### src/rtl/framer_pkg.sv
// Constants shared by the LVDS sample strobe framer
// Notes on behaviour
// Four 12-bit LVDS buses: 48 data pairs, four DDR clocks, four strobes.
// Strobe comes from the internal generator, the timestamp input or SYSREF.
// With scrambling on, the receiver undoes it to recover the samples.
// A SYSREF event resets the clock divider and the strobe counters.
// Strobe is high only in the final unit interval of each frame.
// Frame length register sets unit intervals per frame; 0x08 gives UI 0..7.
// SYSREF starts a frame; a periodic SYSREF spans whole frames.
// Strobe leaves with the same timing as data, beside its bus clock.
// Sync source is the control bit, the sync pin or the timestamp input.
// Dedicated strobe pair runs without sync; data keeps all 12 bits.
// Dedicated strobe may run continuously or be switched on and off.
// In two-bus mode buses C and D clocks and strobes may be off.
// Pattern 0x2 with sync on: bit 0 carries the strobe, bits 11..1 sample.
// Pattern 0x2 with sync off: the full 12-bit sample is sent.
// After reset the sync pin decides when the strobe is sent.
// Pattern 0x3 with sync on: 0x000 each UI, 0xFFF in the last one.
// Pattern 0x3 with sync off: full samples; enabled strobe pairs keep marking.
// Scrambled bit k is sample bit k xor bit 1 xor bit 0; bit 0 here carries bit 1 xor bit 0.
// Each bus strobe and each bus data clock has its own enable bit.
// Per-bus UI counter cleared by SYSREF wraps at length minus one.
package framer_pkg;
  localparam int unsigned NUM_BUS  = 4;
  localparam int unsigned SAMPLE_W = 12;
  localparam int unsigned CNT_W    = 8;

  localparam logic [31:0] OFS_CTRL   = 32'h0000_0000;
  localparam logic [31:0] OFS_FRAME  = 32'h0000_0004;
  localparam logic [31:0] OFS_PATSEL = 32'h0000_0008;
  localparam logic [31:0] OFS_CLKSTR = 32'h0000_000c;
  localparam logic [31:0] OFS_STATUS = 32'h0000_0010;

  localparam int unsigned CTRL_W       = 7;
  localparam int unsigned CTRL_SCR     = 0;
  localparam int unsigned CTRL_SEL_LO  = 1;
  localparam int unsigned CTRL_SRC_LO  = 3;
  localparam int unsigned CTRL_SPI     = 5;
  localparam int unsigned CTRL_QUAD    = 6;
  localparam int unsigned CLKSTR_DCLK  = 4;
  localparam int unsigned STAT_SYNC    = 8;

  localparam logic [6:0] CTRL_RST   = 7'h42;
  localparam logic [7:0] FRAME_RST  = 8'h08;
  localparam logic [1:0] PAT_RST    = 2'h0;
  localparam logic [7:0] CLKSTR_RST = 8'hff;

  localparam logic [1:0] SEL_SPI = 2'h0;
  localparam logic [1:0] SEL_PIN = 2'h1;
  localparam logic [1:0] SEL_TS  = 2'h2;

  localparam logic [1:0] SRC_INT    = 2'h0;
  localparam logic [1:0] SRC_TS     = 2'h1;
  localparam logic [1:0] SRC_SYSREF = 2'h2;

  localparam logic [1:0] PAT_LSB = 2'h2;
  localparam logic [1:0] PAT_ALL = 2'h3;

  localparam logic [11:0] WORD_ZERO = 12'h000;
  localparam logic [11:0] WORD_ONES = 12'hfff;
endpackage

### src/rtl/pin_sync.sv
// Two-stage synchroniser for the asynchronous input pins
`timescale 1ns/1ns
`default_nettype none
module pin_sync (
  input  wire logic       hclk,
  input  wire logic       hresetn,
  input  wire logic [2:0] async_in,
  output logic      [2:0] sync_out
);
  typedef struct packed {
    logic [2:0] s1;
    logic [2:0] s2;
  } sync_t;

  sync_t s_r;
  sync_t s_nxt;

  always_comb begin
    s_nxt    = s_r;
    s_nxt.s1 = async_in;
    s_nxt.s2 = s_r.s1;
  end

  always_ff @(posedge hclk or negedge hresetn) begin
    if (!hresetn) begin
      s_r <= '0;
    end else begin
      s_r <= s_nxt;
    end
  end

  assign sync_out = s_r.s2;
endmodule
`default_nettype wire

### src/rtl/lane_former.sv
// Forms one bus word: sync pattern, LSB strobe and scrambler
`timescale 1ns/1ns
`default_nettype none
module lane_former (
  input  wire logic [11:0] sample,
  input  wire logic        strobe,
  input  wire logic [1:0]  pattern,
  input  wire logic        sync_act,
  input  wire logic        scramble,
  output logic      [11:0] word
);
  logic [11:0] d;
  logic        key;

  always_comb begin
    d = sample;
    if (sync_act && pattern == framer_pkg::PAT_LSB) begin
      d[0] = strobe;
    end else if (sync_act && pattern == framer_pkg::PAT_ALL) begin
      d = strobe ? framer_pkg::WORD_ONES : framer_pkg::WORD_ZERO;
    end
    key  = d[1] ^ d[0];
    word = d;
    if (scramble) begin
      word[11:2] = d[11:2] ^ {10{key}};
      word[1]    = d[0];
      word[0]    = key;
    end
  end
endmodule
`default_nettype wire

### src/rtl/lvds_sample_strobe_framer.sv
// Strobe framer for four LVDS sample buses with AHB-Lite registers
//
// Chosen here: the address map and the AHB-Lite slave port.
`timescale 1ns/1ns
`default_nettype none
module lvds_sample_strobe_framer (
  input  wire logic             hclk,
  input  wire logic             hresetn,
  input  wire logic             hsel,
  input  wire logic [31:0]      haddr,
  input  wire logic [1:0]       htrans,
  input  wire logic             hwrite,
  input  wire logic [2:0]       hsize,
  input  wire logic [31:0]      hwdata,
  input  wire logic             hready,
  output logic                  hreadyout,
  output logic                  hresp,
  output logic      [31:0]      hrdata,
  input  wire logic [3:0][11:0] sample_in,
  input  wire logic             sysref_in,
  input  wire logic             timestamp_input,
  input  wire logic             single_ended_sync_pin,
  output logic      [3:0][11:0] bus_data_pairs,
  output logic      [3:0]       bus_strobe_pair,
  output logic      [3:0]       bus_data_clock
);
  typedef struct packed {
    logic             ready;
    logic             resp;
    logic [31:0]      rdata;
    logic             wr_pend;
    logic [31:0]      wr_addr;
    logic [6:0]       ctrl;
    logic [7:0]       frame_len;
    logic [1:0]       pat;
    logic [7:0]       clkstr;
    logic             sysref_prev;
    logic             dclk;
    logic [3:0][7:0]  ui_cnt;
    logic [3:0][11:0] data;
    logic [3:0]       stb;
    logic [3:0]       clk;
  } state_t;

  state_t s_r;
  state_t s_nxt;

  logic [2:0]       pins_s;
  logic             sysref_s;
  logic             ts_s;
  logic             pin_s;
  logic             sysref_edge;
  logic             acc;
  logic             sync_act;
  logic [1:0]       sync_sel;
  logic [1:0]       src;
  logic             quad;
  logic [3:0]       stb_en;
  logic [3:0]       clk_en;
  logic [7:0]       last;
  logic [3:0]       strb;
  logic [3:0][11:0] word;
  logic [3:0][7:0]  cnt_nxt;
  logic [3:0][11:0] data_nxt;
  logic [3:0]       stb_nxt;
  logic [3:0]       clk_nxt;
  logic [9:0]       scr_ref;

  pin_sync u_pins (
    .hclk     (hclk),
    .hresetn  (hresetn),
    .async_in ({single_ended_sync_pin, timestamp_input, sysref_in}),
    .sync_out (pins_s)
  );

  assign sysref_s = pins_s[0];
  assign ts_s     = pins_s[1];
  assign pin_s    = pins_s[2];

  // Register fields
  assign sync_sel = s_r.ctrl[framer_pkg::CTRL_SEL_LO +: 2];
  assign src      = s_r.ctrl[framer_pkg::CTRL_SRC_LO +: 2];
  assign quad     = s_r.ctrl[framer_pkg::CTRL_QUAD];
  assign stb_en   = s_r.clkstr[3:0];
  assign clk_en   = s_r.clkstr[framer_pkg::CLKSTR_DCLK +: 4];
  assign last     = s_r.frame_len - 8'h01;
  assign acc      = hsel && htrans[1] && hready;

  assign sysref_edge = sysref_s && !s_r.sysref_prev;

  // Sync source select, pin after reset
  always_comb begin
    case (sync_sel)
      framer_pkg::SEL_SPI: sync_act = s_r.ctrl[framer_pkg::CTRL_SPI];
      framer_pkg::SEL_PIN: sync_act = pin_s;
      framer_pkg::SEL_TS:  sync_act = ts_s;
      default:             sync_act = pin_s;
    endcase
  end

  // Per-bus counter, strobe and word
  for (genvar g = 0; g < 4; g++) begin : g_bus
    logic on;
    logic pick;
    assign on = (g < 2) || quad;
    always_comb begin
      case (src)
        framer_pkg::SRC_INT:    pick = (s_r.ui_cnt[g] >= last);
        framer_pkg::SRC_TS:     pick = ts_s;
        framer_pkg::SRC_SYSREF: pick = sysref_s;
        default:                pick = (s_r.ui_cnt[g] >= last);
      endcase
    end
    assign strb[g] = pick;
    assign cnt_nxt[g] = (sysref_edge || s_r.ui_cnt[g] >= last) ? 8'h00
                        : s_r.ui_cnt[g] + 8'h01;
    lane_former u_lane (
      .sample   (sample_in[g]),
      .strobe   (strb[g]),
      .pattern  (s_r.pat),
      .sync_act (sync_act),
      .scramble (s_r.ctrl[framer_pkg::CTRL_SCR]),
      .word     (word[g])
    );
    assign data_nxt[g] = on ? word[g] : framer_pkg::WORD_ZERO;
    assign stb_nxt[g]  = on && stb_en[g] && strb[g];
    assign clk_nxt[g]  = on && clk_en[g] && s_r.dclk;
  end

  always_comb begin
    s_nxt             = s_r;
    s_nxt.ready       = 1'b1;
    s_nxt.resp        = 1'b0;
    s_nxt.wr_pend     = acc && hwrite;
    s_nxt.wr_addr     = haddr;
    s_nxt.sysref_prev = sysref_s;
    s_nxt.dclk        = sysref_edge ? 1'b0 : !s_r.dclk;
    s_nxt.ui_cnt      = cnt_nxt;
    s_nxt.data        = data_nxt;
    s_nxt.stb         = stb_nxt;
    s_nxt.clk         = clk_nxt;
    if (s_r.wr_pend) begin
      case (s_r.wr_addr)
        framer_pkg::OFS_CTRL:   s_nxt.ctrl      = hwdata[6:0];
        framer_pkg::OFS_FRAME:  s_nxt.frame_len = hwdata[7:0];
        framer_pkg::OFS_PATSEL: s_nxt.pat       = hwdata[1:0];
        framer_pkg::OFS_CLKSTR: s_nxt.clkstr    = hwdata[7:0];
        default: begin
        end
      endcase
    end
    s_nxt.rdata = 32'h0000_0000;
    if (acc && !hwrite) begin
      case (haddr)
        framer_pkg::OFS_CTRL:   s_nxt.rdata = {25'h0, s_r.ctrl};
        framer_pkg::OFS_FRAME:  s_nxt.rdata = {24'h0, s_r.frame_len};
        framer_pkg::OFS_PATSEL: s_nxt.rdata = {30'h0, s_r.pat};
        framer_pkg::OFS_CLKSTR: s_nxt.rdata = {24'h0, s_r.clkstr};
        framer_pkg::OFS_STATUS: s_nxt.rdata = {23'h0, sync_act, s_r.ui_cnt[0]};
        default:                s_nxt.rdata = 32'h0000_0000;
      endcase
    end
  end

  always_ff @(posedge hclk or negedge hresetn) begin
    if (!hresetn) begin
      s_r <= '{ready:     1'b1,
               ctrl:      framer_pkg::CTRL_RST,
               frame_len: framer_pkg::FRAME_RST,
               pat:       framer_pkg::PAT_RST,
               clkstr:    framer_pkg::CLKSTR_RST,
               default:   '0};
    end else begin
      s_r <= s_nxt;
    end
  end

  assign hreadyout       = s_r.ready;
  assign hresp           = s_r.resp;
  assign hrdata          = s_r.rdata;
  assign bus_data_pairs  = s_r.data;
  assign bus_strobe_pair = s_r.stb;
  assign bus_data_clock  = s_r.clk;

  // Checks
  assign scr_ref = sample_in[0][11:2] ^ {10{sample_in[0][1] ^ sample_in[0][0]}};
endmodule
`default_nettype wire

### config.mk
export PLATFORM = sky130hd
export DESIGN_NAME = lvds_sample_strobe_framer
export DESIGN_NICKNAME = d
export VERILOG_FILES = /design/src/rtl/framer_pkg.sv /design/src/rtl/pin_sync.sv /design/src/rtl/lane_former.sv /design/src/rtl/lvds_sample_strobe_framer.sv
export SDC_FILE = /design/constraint.sdc
export NUM_CORES = 1
export LEC_CHECK = 0
export ABC_CLOCK_PERIOD_IN_PS = 4300
export BUFFER_PORTS_ARGS = -buffer_cell sky130_fd_sc_hd__buf_4
export CAP_MARGIN = 40
export CORE_MARGIN = 2
export CORE_UTILIZATION = 26
export DETAILED_ROUTE_END_ITERATION = 8
export GPL_TIMING_DRIVEN = 0
export MAX_ROUTING_LAYER = met4
export PLACE_DENSITY = 0.48
export SLEW_MARGIN = 15
export SYNTH_ARGS = -nofsm -noshare
export SYNTH_HDL_FRONTEND = slang
export SYNTH_HIERARCHICAL = 1
export SYNTH_SLANG_ARGS = --single-unit
### constraint.sdc
create_clock -name hclk -period 4.3 [get_ports hclk]
set_input_delay 0.215 -clock hclk [delete_from_list [all_inputs] [get_ports hclk]]
set_output_delay 0.215 -clock hclk [all_outputs]
set_load 0.02 [all_outputs]
==> results by group <==
Drt
  • Vias per cell: about 4.8
  • Routed WL: roughly 28 mm
  • Avg WL per Cell: roughly 17 um
  • Iteration-0 DRC Markers: roughly 540
  • DRC Markers: 0
  • Drt pass-1 iters: 5
  • Via count: 7,998
  • ANT nets after route: 0

CTS
  • Clock-pin slew on the worst setup and hold paths: 0.07 ns
  • Root Driver: clkbuf_16
  • Clock sinks: 163
  • H-tree depth reported by CTS: 4
  • CTS Buffer Depth: 2
  • CTS tree: built
  • CTS Buf Count: 17
  • Worst-Skew Late Latency: about 0.44 ns

STA
  • RSZ-0062 raised after global routing: false
  • Max-Slew Margin vs Limit: 0.485
  • Period utilization: 0.943
  • Final hold violations: 0
  • Min cycle time layout: around 4 ns
  • Slew Viols, Final: 0
  • Skew final: between 0.01 and 0.015 ns
  • Final setup margin: ~0.24 ns
  • Finish-stage setup viols: 0
  • Max frequency: about 250 MHz
  • Slew @ Worst Pin: 0.773 ns
  • Final hold slack: between 0.015 and 0.02 ns

Placement
  • Placed cells: roughly 1,600
  • Placed cell area: around 12,000 um^2
  • RD Place Congestion: 0.824
  • Input/output buffers: between 150 and 200
  • HPWL after detailed placement: ~20 mm
  • Post-place setup slack: -0.397 ns

Power and ir drop
  • PD cells: approximately 330 nW/um^2
  • Maximum vdd drop: 0.000231 V
  • Static leakage: about 0.0058 uW

Cells and area
  • Multi-input gate area: 4650 um^2
  • Fin util: 0.348
  • Share of cells above drive strength 1: 0.337
  • Nets@finish: 1,335
  • Non-Filler Instances: 1,664
  • Finished Cell Area: around 13,000 um^2
  • Area Growth Syn to Fin: 31.9%
  • Register Area: ~4100 um^2
  • Fillcell total: 3,721
  • Inserted Diodes: 0

Status
  • Outcome: completed

Logic synthesis
  • Top post-synthesis cells by area: dfrtp_1 39%, buf_4 7.6%, a2bb2o_1 3.7%, ha_1 3.5%, a221oi_1 3.3%
  • Most common flop cell mapped by yosys: dfrtp_1
  • Avg Inst Size Synth: 10.4 um^2
  • Post-Syn Area: between 9000 and 10,000 um^2
  • Register area share after synthesis: 0.424
  • Synth Register Bits: approximately 160
  • Most instantiated cells after synthesis: 152 x dfrtp_1, 98 x buf_4, 56 x o21ai_0, 43 x nor2_1
  • Synth top area share: 0.394
  • EDFF count, synth: 0
  • Yosys warning count: 6
  • Fraction of registers with async set/reset: 1.00
  • Area leader, netlist: dfrtp_1
  • Count of cell types in the netlist: 76
  • Most common cell in the synthesized netlist: dfrtp_1
  • Mapped Cells: ~930

Critical path
  • CP max FO: 10
  • Most frequent CP cell: ha_4
  • Startpoint types: flop
  • Critical path required time: 4.63 ns
  • CP max stage cell: dfrtp_2
  • Crit path max-delay family: compound AO/OA/AOI/OAI gates
  • CP Buf/Inv Count: 3
  • Worst path cell trace: clkinvlp_4 -> ha_4 -> inv_1 -> or3_1 -> xor2_4 -> ha_4 -> a21oi_1 -> o21ai_0 -> a221o_1 -> a31oi_2 -> o31ai_2 -> buf_2 -> a31o_2 -> nor2_2 -> a2bb2o_1 -> and2_1
  • Slowest stage delay, CP: 0.44 ns
  • CP endpoint kind: flop
  • FF-to-FF setup slack: around 0.24 ns
  • Worst EP arrival: between 4 and 5 ns
  • WS Path Type: flop to flop

Floorplan
  • Boundary pin count: ~220
  • Starting Density: 0.264
  • Die X: between 150 and 200 um
  • FP Rows: 70
  • Die area: about 39,000 um^2
  • DIE HEIGHT: 197 um
  • Core Area: around 37,000 um^2

Global routing
  • Initial antenna violation count: 0
  • Global-route wire length before repair: between 40 and 50 mm
  • Total gr overflow: 0
  • Total GRT Usage: 0.152
  • Vias in the first global route: between 7,000 and 8,000
  • Largest net degree at the start of global routing: between 80 and 90

Run
  • Max cap viols: 0

Hold path
  • Hold Crit Class: input pin to flop
routing by layer:
| layer | GRT usage | wire length (um) |
|---|---|---|
| met4 | 0.0368 | 232 |
| met1 | 0.205 | 13300 |
| met3 | 0.0274 | 1120 |
| met5 | - | 0 |
| met2 | 0.236 | 13700 |
placed cells by master (no fill, tap or decap), types with 6 or more instances in the layout:
master	instances
xnor2_1	12
o221ai_1	34
a2bb2o_1	36
a21oi_1	14
nand2b_1	6
a31oi_1	11
o2111ai_1	6
clkbuf_16	17
buf_6	9
nand3_1	29
a221oi_1	36
ha_1	25
dfrtp_1	151
dlygate4sd3_1	38
nand4_1	8
o21ai_0	55
inv_1	20
nand2_1	30
dfstp_2	11
o21bai_1	36
nor4_1	18
nor3_2	7
and2_1	34
nor2_1	43
clkbuf_1	22
and3_1	14
buf_4	263
xor2_1	15
mux2_2	25
conb_1	25
worst paths after layout:
kind / startpoint / end / depth (start not counted)
max: s_r[100] / bus_data_pairs[35] / 16
min: hwdata[3] / s_r[111] / 3
max reg2reg: s_r[100] / bus_data_pairs[35] / 16
min reg2reg: u_pins/s_nxt[2] / u_pins/sync_out[2] / 0
max in group asynchronous: hresetn / clk_en[2] / 3
min in group asynchronous: hresetn / s_r[138] / 2
sequential cells by signal (all words and copies together) (netlist names):
signal / cells
g_bus.on: 1
bus_data_pairs: 48
clk_en: 4
u_pins/sync_out: 3
u_pins/s_nxt: 3
bus_strobe_pair: 4
bus_data_clock: 4
hrdata: 9
s_r: 87
area by class of cell:
type | instances | area share
inverters | 22 | 0.00678
flip-flops and latches | 163 | 0.322
repair buffers | 210 | 0.135
clock buffers | 17 | 0.0334
clock inverters | 15 | 0.0135
plain buffers | 139 | 0.0786
multi-input cells | 630 | 0.365
well taps | 468 | 0.0460
what timing repair did:
action,CTS,global route
endpoints found under the hold margin,106,0
buffers inserted,1,3
resized for setup,6,8
hold buffers,38,0
pin swaps,0,3
endpoints found under the setup margin,31,18
power by group:
part           internal (uW)  switching [uW]
registers               1630            99.9
clock network            826             718
logic                    469             525
total                   2920            1340
cell families (layout without fill, tap and decap cells):
group	count (synthesis)	after routing	share of synthesized area
AO/OA/AOI/OAI	289	289	0.233
AND/OR/NAND/NOR	233	233	0.138
flip-flops	163	163	0.424
buffers and inverters	161	403	0.112
XOR/XNOR	29	29	0.0263
adder cells (fa/ha/maj)	28	28	0.0360
multiplexers	26	26	0.0302
other	2	25	0.000778
worst register-to-register path: cells and delay by family (launching register included):
| family | cells | cell delay, ns |
|---|---|---|
| simple gates | 3 | 0.87 |
| flops | 1 | 0.44 |
| fa+ha+maj | 2 | 0.42 |
| xor+xnor | 1 | 0.31 |
| buf+inv | 3 | 0.36 |
| compound gates | 7 | 1.55 |
per-stage QoR:
step	setup TNS [ns]	power, uW
floorplan	0	2340
global placement	-15.31	2670
detailed placement	-6.91	2690
CTS	0	4290
global route	0	4500
finish	0	4260
(Power assumes the default switching activity.)
